$ cat src/six_channel_timer_pwm_consts.vh
`ifndef SIX_CHANNEL_TIMER_PWM_CONSTS_VH
`define SIX_CHANNEL_TIMER_PWM_CONSTS_VH

// Register indices; the byte address on the bus is four times the index.
`define IDX_IRQ_ENABLE_SECOND   8'h9a
`define IDX_TIMER_MODE_CONTROL  8'ha1
`define IDX_COUNTER_LOW_BYTE    8'ha2
`define IDX_COUNTER_HIGH_BYTE   8'ha3
`define IDX_PERIOD_LOW_BYTE     8'ha4
`define IDX_PERIOD_HIGH_BYTE    8'ha5
`define IDX_DUTY0_LOW_BYTE      8'ha6
`define IDX_DUTY0_HIGH_BYTE     8'ha7
`define IDX_IRQ_ENABLE_FIRST    8'ha8
`define IDX_DUTY1_LOW_BYTE      8'hab
`define IDX_DUTY1_HIGH_BYTE     8'hac
`define IDX_DUTY2_LOW_BYTE      8'had
`define IDX_DUTY2_HIGH_BYTE     8'hae
`define IDX_DUTY3_LOW_BYTE      8'hb1
`define IDX_DUTY3_HIGH_BYTE     8'hb2
`define IDX_DUTY4_LOW_BYTE      8'hb3
`define IDX_DUTY4_HIGH_BYTE     8'hb4
`define IDX_DUTY5_LOW_BYTE      8'hb5
`define IDX_DUTY5_HIGH_BYTE     8'hb6
`define IDX_OUTPUT_INVERT       8'hbc
`define IDX_HALF_RATE           8'hbd
`define IDX_PIN_FUNCTION        8'hbe
`define IDX_IRQ_REQUEST_SECOND  8'hbf

// Field positions.
`define BIT_TIMER_RUN_ENABLE    7
`define FLD_DIVIDER_HI          6
`define FLD_DIVIDER_LO          4
`define BIT_GLOBAL_IRQ_ENABLE   7
`define BIT_TIMER_IRQ_ENABLE    1
`define BIT_TIMER_IRQ_FLAG      1

// Reset values and fixed codes.
`define RST_BYTE                8'h00
`define RST_WORD                16'h0000
`define TIMER_VECTOR_ADDR       8'heb
`define DIV_UNDIVIDED           3'h7
`define PRESCALE_BITS           7

`endif

$ cat src/six_channel_timer_pwm.v
// Chosen here: the APB slave port.
`timescale 1ns/1ps
`include "six_channel_timer_pwm_consts.vh"

module six_channel_timer_pwm #(
    parameter CHANNELS = 6,
    parameter CW       = 16
) (
    input  wire                clk,
    input  wire                resetn,
    input  wire                psel,
    input  wire                penable,
    input  wire                pwrite,
    input  wire [11:0]         paddr,
    input  wire [31:0]         pwdata,
    input  wire [3:0]          pstrb,
    output reg  [31:0]         prdata_q,
    output reg                 pready_q,
    output reg                 pslverr_q,
    input  wire [CHANNELS-1:0] port_latch,
    input  wire                isr_enter,
    output reg  [CHANNELS-1:0] pulse_output_pins_q,
    output reg                 timer_irq_q,
    output reg  [7:0]          timer_vector_q
);

////////////////////////////////////////////////////////////////////////////////

reg rst_meta_q;
reg rst_sync_q;

always @(posedge clk or negedge resetn) begin
    if (!resetn) begin
        rst_meta_q <= 1'b0;
        rst_sync_q <= 1'b0;
    end else begin
        rst_meta_q <= 1'b1;
        rst_sync_q <= rst_meta_q;
    end
end

wire rst_n = rst_sync_q;

////////////////////////////////////////////////////////////////////////////////

// Maps a duty register index to its channel; 7 means no duty register.
function [2:0] duty_chan;
    input [7:0] idx;
    begin
        case (idx)
            `IDX_DUTY0_LOW_BYTE, `IDX_DUTY0_HIGH_BYTE: duty_chan = 3'h0;
            `IDX_DUTY1_LOW_BYTE, `IDX_DUTY1_HIGH_BYTE: duty_chan = 3'h1;
            `IDX_DUTY2_LOW_BYTE, `IDX_DUTY2_HIGH_BYTE: duty_chan = 3'h2;
            `IDX_DUTY3_LOW_BYTE, `IDX_DUTY3_HIGH_BYTE: duty_chan = 3'h3;
            `IDX_DUTY4_LOW_BYTE, `IDX_DUTY4_HIGH_BYTE: duty_chan = 3'h4;
            `IDX_DUTY5_LOW_BYTE, `IDX_DUTY5_HIGH_BYTE: duty_chan = 3'h5;
            default: duty_chan = 3'h7;
        endcase
    end
endfunction

// High byte addresses of the duty pairs are the upper member of each pair.
function duty_is_high;
    input [7:0] idx;
    begin
        case (idx)
            `IDX_DUTY0_HIGH_BYTE, `IDX_DUTY1_HIGH_BYTE, `IDX_DUTY2_HIGH_BYTE,
            `IDX_DUTY3_HIGH_BYTE, `IDX_DUTY4_HIGH_BYTE, `IDX_DUTY5_HIGH_BYTE:
                duty_is_high = 1'b1;
            default: duty_is_high = 1'b0;
        endcase
    end
endfunction

////////////////////////////////////////////////////////////////////////////////

reg                 run_q;
reg  [2:0]          rate_q;
reg  [CHANNELS-1:0] invert_q;
reg  [CHANNELS-1:0] half_q;
reg  [CHANNELS-1:0] pin_sel_q;
reg  [CW-1:0]       period_q;
reg  [CW-1:0]       duty_q [0:CHANNELS-1];
reg                 global_en_q;
reg                 timer_en_q;
reg                 flag_q;
reg                 lock_q;
reg  [CW-1:0]       count_q;
reg                 phase_q;
reg  [`PRESCALE_BITS-1:0] pre_q;
reg  [CHANNELS-1:0] route_q;
reg                 run_seen_q;

wire [7:0] idx      = paddr[9:2];
wire       setup    = psel & ~penable;
wire       wr_fire  = psel & penable & pready_q & pwrite & pstrb[0];
wire [7:0] wbyte    = pwdata[7:0];
wire [2:0] wchan    = duty_chan(idx);
wire       active   = run_q & ~lock_q;

// A new run request that meets a zero period is held off until run is cleared.
wire run_start  = run_q & ~run_seen_q;
wire lock_now   = run_start & (period_q == `RST_WORD);

// Prescale tick: the low (7 - rate) bits all set, so 111 ticks every cycle.
wire [`PRESCALE_BITS-1:0] pre_mask =
    {`PRESCALE_BITS{1'b1}} >> rate_q;
wire tick = active & ((pre_q & pre_mask) == pre_mask);
wire wrap = tick & (count_q == period_q - 16'h0001);

////////////////////////////////////////////////////////////////////////////////

always @(posedge clk or negedge rst_n) begin
    if (!rst_n) begin
        pready_q  <= 1'b0;
        pslverr_q <= 1'b0;
        prdata_q  <= 32'h00000000;
    end else begin
        // One wait-free access: ready rises for the access phase only.
        pready_q  <= setup;
        pslverr_q <= 1'b0;
        prdata_q  <= 32'h00000000;
        if (setup) begin
            if (wchan != 3'h7) begin
                prdata_q[7:0] <= duty_is_high(idx) ? duty_q[wchan][15:8]
                                                   : duty_q[wchan][7:0];
            end else begin
                case (idx)
                    `IDX_TIMER_MODE_CONTROL:
                        prdata_q[7:0] <= {run_q, rate_q, 4'h0};
                    `IDX_COUNTER_LOW_BYTE:
                        prdata_q[7:0] <= count_q[7:0];
                    `IDX_COUNTER_HIGH_BYTE:
                        prdata_q[7:0] <= count_q[15:8];
                    `IDX_PERIOD_LOW_BYTE:
                        prdata_q[7:0] <= period_q[7:0];
                    `IDX_PERIOD_HIGH_BYTE:
                        prdata_q[7:0] <= period_q[15:8];
                    `IDX_OUTPUT_INVERT:
                        prdata_q[7:0] <= {2'h0, invert_q};
                    `IDX_HALF_RATE:
                        prdata_q[7:0] <= {2'h0, half_q};
                    `IDX_PIN_FUNCTION:
                        prdata_q[7:0] <= {2'h0, pin_sel_q};
                    `IDX_IRQ_ENABLE_FIRST:
                        prdata_q[7:0] <= {global_en_q, 7'h00};
                    `IDX_IRQ_ENABLE_SECOND:
                        prdata_q[7:0] <= {6'h00, timer_en_q, 1'b0};
                    `IDX_IRQ_REQUEST_SECOND:
                        prdata_q[7:0] <= {6'h00, flag_q, 1'b0};
                    default:
                        pslverr_q <= 1'b1;
                endcase
            end
        end
    end
end

////////////////////////////////////////////////////////////////////////////////

always @(posedge clk or negedge rst_n) begin
    if (!rst_n) begin
        run_q       <= 1'b0;
        rate_q      <= 3'h0;
        invert_q    <= {CHANNELS{1'b0}};
        half_q      <= {CHANNELS{1'b0}};
        pin_sel_q   <= {CHANNELS{1'b0}};
        period_q    <= `RST_WORD;
        global_en_q <= 1'b0;
        timer_en_q  <= 1'b0;
    end else if (wr_fire) begin
        case (idx)
            `IDX_TIMER_MODE_CONTROL: begin
                run_q  <= wbyte[`BIT_TIMER_RUN_ENABLE];
                rate_q <= wbyte[`FLD_DIVIDER_HI:`FLD_DIVIDER_LO];
            end
            // A locked timer ignores period writes until run is cleared.
            `IDX_PERIOD_LOW_BYTE:
                if (!lock_q) begin
                    period_q[7:0] <= wbyte;
                end
            `IDX_PERIOD_HIGH_BYTE:
                if (!lock_q) begin
                    period_q[15:8] <= wbyte;
                end
            `IDX_OUTPUT_INVERT:      invert_q    <= wbyte[CHANNELS-1:0];
            `IDX_HALF_RATE:          half_q      <= wbyte[CHANNELS-1:0];
            `IDX_PIN_FUNCTION:       pin_sel_q   <= wbyte[CHANNELS-1:0];
            `IDX_IRQ_ENABLE_FIRST:
                global_en_q <= wbyte[`BIT_GLOBAL_IRQ_ENABLE];
            `IDX_IRQ_ENABLE_SECOND:
                timer_en_q  <= wbyte[`BIT_TIMER_IRQ_ENABLE];
            default: begin
            end
        endcase
    end
end

genvar g;
generate
    for (g = 0; g < CHANNELS; g = g + 1) begin : g_duty
        always @(posedge clk or negedge rst_n) begin
            if (!rst_n) begin
                duty_q[g] <= `RST_WORD;
            end else if (wr_fire && wchan == g) begin
                if (duty_is_high(idx)) begin
                    duty_q[g][15:8] <= wbyte;
                end else begin
                    duty_q[g][7:0] <= wbyte;
                end
            end
        end
    end
endgenerate

////////////////////////////////////////////////////////////////////////////////

always @(posedge clk or negedge rst_n) begin
    if (!rst_n) begin
        run_seen_q <= 1'b0;
        lock_q     <= 1'b0;
        pre_q      <= {`PRESCALE_BITS{1'b0}};
        count_q    <= `RST_WORD;
        phase_q    <= 1'b0;
    end else begin
        run_seen_q <= run_q;
        if (!run_q) begin
            lock_q <= 1'b0;
        end else if (lock_now) begin
            lock_q <= 1'b1;
        end
        // Stopping parks the counter at zero so a restart begins a full cycle.
        if (!active || lock_now) begin
            pre_q   <= {`PRESCALE_BITS{1'b0}};
            count_q <= `RST_WORD;
            phase_q <= 1'b0;
        end else begin
            pre_q <= pre_q + 7'h01;
            if (wrap) begin
                count_q <= `RST_WORD;
                phase_q <= ~phase_q;
            end else if (tick) begin
                count_q <= count_q + 16'h0001;
            end
        end
    end
end

////////////////////////////////////////////////////////////////////////////////

// The half-rate position spans two counter cycles, compared against twice
// the duty so the high share matches the full-rate waveform.
wire [CW:0] half_pos = phase_q ? ({1'b0, count_q} + {1'b0, period_q})
                               : {1'b0, count_q};
wire        boundary = active & (count_q == `RST_WORD)
                     & (pre_q & pre_mask) == {`PRESCALE_BITS{1'b0}};

generate
    for (g = 0; g < CHANNELS; g = g + 1) begin : g_chan
        wire [CW:0] duty2 = {duty_q[g], 1'b0};
        // High from zero until the count meets the duty value.
        wire        full  = count_q < duty_q[g];
        wire        half  = half_pos < duty2;
        wire        wave  = (half_q[g] ? half : full) ^ invert_q[g];

        always @(posedge clk or negedge rst_n) begin
            if (!rst_n) begin
                route_q[g]             <= 1'b0;
                pulse_output_pins_q[g] <= 1'b0;
            end else begin
                if (!run_q) begin
                    route_q[g] <= 1'b0;
                end else if (boundary) begin
                    route_q[g] <= pin_sel_q[g];
                end
                if (route_q[g] && active) begin
                    pulse_output_pins_q[g] <= wave;
                end else begin
                    pulse_output_pins_q[g] <= port_latch[g];
                end
            end
        end
    end
endgenerate

////////////////////////////////////////////////////////////////////////////////

wire flag_wr  = wr_fire & (idx == `IDX_IRQ_REQUEST_SECOND);
wire flag_set = wrap;

always @(posedge clk or negedge rst_n) begin
    if (!rst_n) begin
        flag_q         <= 1'b0;
        timer_irq_q    <= 1'b0;
        timer_vector_q <= `TIMER_VECTOR_ADDR;
    end else begin
        // A new overflow wins over a software clear or service entry.
        if (flag_set) begin
            flag_q <= 1'b1;
        end else if (flag_wr) begin
            flag_q <= wbyte[`BIT_TIMER_IRQ_FLAG];
        end else if (isr_enter) begin
            flag_q <= 1'b0;
        end
        timer_irq_q <= flag_q & timer_en_q & global_en_q & ~isr_enter;
        timer_vector_q <= `TIMER_VECTOR_ADDR;
    end
end

endmodule // six_channel_timer_pwm

$ cat config.mk
export PLATFORM = sky130hd
export DESIGN_NAME = six_channel_timer_pwm
export DESIGN_NICKNAME = d
export VERILOG_FILES = /design/src/six_channel_timer_pwm.v
export VERILOG_INCLUDE_DIRS = /design/src
export SDC_FILE = /design/constraint.sdc
export NUM_CORES = 1
export LEC_CHECK = 0
export BUFFER_PORTS_ARGS = -buffer_cell sky130_fd_sc_hd__buf_2
export CORE_MARGIN = 2
export CORE_UTILIZATION = 56
export CTS_CLUSTER_SIZE = 24
export DETAILED_ROUTE_END_ITERATION = 8
export PLACE_DENSITY = 0.78
export SLEW_MARGIN = 20
export SYNTH_ARGS = -nofsm -noshare
export SYNTH_HDL_FRONTEND = slang
export SYNTH_SLANG_ARGS = --single-unit
export TNS_END_PERCENT = 10
$ cat constraint.sdc
create_clock -name clk -period 5.2 [get_ports clk]
set_input_delay 0.52 -clock clk [delete_from_list [all_inputs] [get_ports clk]]
set_output_delay 0.52 -clock clk [all_outputs]
set_load 0.01 [all_outputs]
==> qor.log <==
[global_routing] all-layer global routing usage 33.7%
[yosys] Simple-Gate Fraction of Synth Area 14.5%
[min_path] type of the tightest min-delay check primary input to register
[floorplanning] number of primary I/O pins 109
[yosys] Post-Syn Area per Cell 9.74 um^2
[status] status complete, no violations
[yosys] share of async-settable or async-resettable flops after synthesis 100%
[yosys] cell taking the most area after synthesis sky130_fd_sc_hd__dfrtp_1
[power_and_ir_drop] power density over cell area 188 nW/um^2
[detailed_routing] detailed-router iteration count before antenna repair 6
[sta] transition time at the pin with the least slew margin 1090 ps
[clocking] deepest clock path buffer count 2
[sta] fin. max-slew vios 0
[detailed_routing] Final Routed Wirelength 47.3 mm
[yosys] synthesized area 15200 um^2
[clocking] clock-pin slew on the worst setup and hold paths 80 ps
[job] Max-Cap Viols 0
[global_routing] total congestion overflow after global routing 0
[sta] Period minus WS final 4540 ps
[floorplanning] DIE WIDTH 169 um
[floorplanning] core region area 26900 um^2
[yosys] main combinational cell family by area after synthesis compound AO/OA/AOI/OAI gates
[worst_setup_path] worst r2r dst pulse_output_pins_q[4]$_DFF_PN0_
[yosys] EDFF count, synth 0
[detailed_routing] number of DRC violations after detailed routing 0
[worst_setup_path] type of destination of the critical path register
[floorplanning] total die area 28600 um^2
[yosys] cell count after synthesis 1566
[yosys] share of Yosys cell area claimed by the top area cell type 30.9%
[yosys] number of storage elements in the synthesis netlist 188
[yosys] dominant synthesized flop cell sky130_fd_sc_hd__dfrtp_1
[yosys] most frequent cells after synthesis sky130_fd_sc_hd__ha_1, sky130_fd_sc_hd__dfrtp_1, sky130_fd_sc_hd__mux2_2
[global_routing] global-route wire length before repair 73.5 mm
[yosys] leading cell types by total area after synthesis sky130_fd_sc_hd__dfrtp_1, sky130_fd_sc_hd__ha_1, sky130_fd_sc_hd__mux2_2
[clocking] Num CTS Buffers 17
[placement] I/O Buffers 45
[final_layout] footprint of the flip-flops and latches 4710 um^2
[power_and_ir_drop] leakage power summed over all cells 7.57 nW
[sta] worst clock skew on the final layout 8.83 ps
[sta] period utilization 87.3%
[yosys] xor/xnor share of the synthesized area 2.59%
[yosys] adder-cell share of the synthesized area 16.6%
[yosys] proportion of synthesized area in mux cells 11.8%
[sta] setup repair after global routing missed its margin false
[min_path] Worst Hold Path EP pulse_output_pins_q[4]$_DFF_PN0_
[detailed_routing] wire per inst 24.2 um
[final_layout] Layout Nets 1863
[final_layout] count of filler cells inserted in the layout 2266
[final_layout] layout cell share with drive strength beyond 1 18.2%
[final_layout] area delta synth->final 7.25%
[sta] upper clock frequency limit 220 MHz
[sta] Final Setup Violations 0
[yosys] sequential cell area fraction in the yosys report 30.9%
[clocking] post-cts sizing count 0
[floorplanning] starting utilization of the core area 56.7%
[worst_setup_path] FF-to-FF setup slack 660 ps
[placement] number of placed instances with taps included 1922
[worst_setup_path] top fanout value on the critical path 7
[worst_setup_path] critical path required time 5570 ps
[min_path] critical hold path startpoint port_latch[4]
[yosys] cell with the most instances after synthesis sky130_fd_sc_hd__ha_1
[final_layout] filler-free cell count of the finished design 1956
[sta] worst rel slew slack 26.5%
[power_and_ir_drop] Max rail drop VDD 0.225 mV
[yosys] unique cell type count in the Yosys netlist 89
[sta] count of endpoints failing hold in the final timing report 0
[clocking] CTS root buf sky130_fd_sc_hd__clkbuf_16
[detailed_routing] initial drt markers 1686
[sta] accumulated negative setup slack 0 ps
[placement] Final HPWL DP 34.8 mm
[min_path] WHS Path Cells 3
[worst_setup_path] data arrival time at the worst-slack endpoint 4910 ps
[detailed_routing] vias per cell 6.69
[worst_setup_path] kind of start point of the critical path register
[placement] RD Place Congestion 1.00
[floorplanning] placement row count 60
[yosys] Yosys warnings 0
[worst_setup_path] worst flop-to-flop path startpoint period_q[1]$_DFFE_PN0P_
[worst_setup_path] path type of the worst setup path register to register
[global_routing] pin count of the biggest net entering global routing 134
[clocking] htree depth 4
[clocking] Num Clock Sinks 188
[global_routing] number of antenna violations at the first check in global routing 0
[clocking] CTS tree built
[final_layout] area of the multi-input gates 9730 um^2
[detailed_routing] total number of vias 13085
[clocking] source-to-sink clock delay at the later pin of the worst-skew pair 440 ps
[global_routing] via count of the first global-routing pass 12672
[yosys] compound-cell area share of the yosys netlist 17.4%
[clocking] Post-CTS Setup Bufs 0
[floorplanning] Die Y-Extent 169 um
[detailed_routing] post-detailed-route count of antenna-violating nets 0
[worst_setup_path] start point of the critical path period_q[1]$_DFFE_PN0P_
[worst_setup_path] number of cells on the worst reg-to-reg path 15
[cells by family (layout without fill, tap and decap cells)]
logic type / count (synthesis) / after routing
AOI/OAI and AO/OA: 376 / 376
xor gates and xnor gates: 45 / 45
adders and majority gates: 202 / 202
buffers and inverters: 204 / 221
DFF: 188 / 188
muxes: 161 / 161
other: 2 / 34
and+or+nand+nor: 388 / 388
[power by group]
group	switching (mW)	internal, mW	leakage [nW]
clock	0.637	0.720	0.281
combinational	0.164	0.0663	4.69
sequential	0.0152	1.47	2.60
[state kept, by name, summed over array words and instances (netlist names), 3 cells and up]
signal	cells
route_q	6
pulse_output_pins_q	6
pin_sel_q	6
period_q	16
pre_q	7
half_q	6
invert_q	6
prdata_q	8
rate_q	3
duty_q	96
count_q	16
[placed cells by master (no fill, tap or decap), types with 17 or more instances in the layout]
cell	synthesis	layout
sky130_fd_sc_hd__dfrtp_1	188	187
sky130_fd_sc_hd__a21o_1	35	35
sky130_fd_sc_hd__o211ai_1	24	24
sky130_fd_sc_hd__mux2_2	144	144
sky130_fd_sc_hd__ha_1	201	201
sky130_fd_sc_hd__nor3_1	37	37
sky130_fd_sc_hd__clkbuf_16	0	17
sky130_fd_sc_hd__a211oi_1	23	23
sky130_fd_sc_hd__a21oi_1	57	56
sky130_fd_sc_hd__inv_1	114	114
sky130_fd_sc_hd__conb_1	2	33
sky130_fd_sc_hd__nand2_1	64	64
sky130_fd_sc_hd__o21ai_0	68	68
sky130_fd_sc_hd__nand3_1	28	28
sky130_fd_sc_hd__nor2b_1	25	25
sky130_fd_sc_hd__o22ai_1	18	18
sky130_fd_sc_hd__nand2b_1	19	19
sky130_fd_sc_hd__nor2_1	70	70
sky130_fd_sc_hd__xnor2_1	32	32
sky130_fd_sc_hd__a221oi_1	22	22
sky130_fd_sc_hd__nand4_1	52	52
sky130_fd_sc_hd__buf_4	35	28
sky130_fd_sc_hd__buf_2	11	45
sky130_fd_sc_hd__a22oi_1	20	20
[per-stage QoR]
| step | hold WS [ps] | power (mW) | cell area (um^2) | setup WS, ps | util, % |
|---|---|---|---|---|---|
| after floorplan | 224 | 1.67 | 15400 | 1520 | - |
| after global placement | 305 | 1.74 | 15800 | 904 | 58.6 |
| after detailed placement | 309 | 1.74 | 15800 | 822 | 58.6 |
| after CTS | 283 | 3.08 | 16300 | 744 | 60.8 |
| after global routing | 306 | 3.16 | 16300 | 277 | 60.8 |
| final | 292 | 3.08 | 16400 | 658 | 60.8 |
[timing repair]
action | in CTS | in global routing
endpoints found under the hold margin | 2 | 0
hold buffers | 1 | 0
endpoints found under the setup margin | 0 | 0
[per-layer routing]
metal | vias up | part of all wire [%] | global-route usage, %
met2 | 673 | 44 | 52.6
met1 | 6370 | 41 | 45.4
met3 | 153 | 9.7 | 6.94
met4 | 0 | 5.0 | 14.8
li1 | 5889 | - | -
met5 | - | 0 | 0
[worst max path at each step]
stage                                       end  slack (ps)
6_report       pulse_output_pins_q[4]$_DFF_PN0_         660
3_3_place_gp   pulse_output_pins_q[4]$_DFF_PN0_         900
4_1_cts        pulse_output_pins_q[4]$_DFF_PN0_         740
2_1_floorplan  pulse_output_pins_q[4]$_DFF_PN0_        1520
3_5_place_dp   pulse_output_pins_q[4]$_DFF_PN0_         820
5_1_grt        pulse_output_pins_q[4]$_DFF_PN0_         280
[cell type report]
| cell class | count | area share (%) |
|---|---|---|
| flip-flops and latches | 188 | 28.8 |
| clock inverters | 14 | 0.972 |
| inverters | 114 | 2.62 |
| repair buffers | 75 | 2.85 |
| diodes | 1 | 0.0153 |
| well taps | 341 | 2.61 |
| clock buffers | 18 | 2.62 |
| multi-input cells | 1205 | 59.5 |
[critical path: stages, from the launching register on]
cell                       delay [ps]
sky130_fd_sc_hd__dfrtp_1          500
sky130_fd_sc_hd__ha_1             370
sky130_fd_sc_hd__a211oi_1         340
sky130_fd_sc_hd__o21ai_0          180
sky130_fd_sc_hd__a31oi_1          380
sky130_fd_sc_hd__o21ai_0          270
sky130_fd_sc_hd__a211oi_1         360
sky130_fd_sc_hd__or4b_2           190
sky130_fd_sc_hd__o221ai_1         350
sky130_fd_sc_hd__ha_1             470
sky130_fd_sc_hd__nand4_1          140
sky130_fd_sc_hd__nor2_1           120
sky130_fd_sc_hd__o21ai_0          130
sky130_fd_sc_hd__and3b_1          210
sky130_fd_sc_hd__a221o_1          370
sky130_fd_sc_hd__o211ai_1         110
No activity file was read; power rests on OpenSTA's default activity.
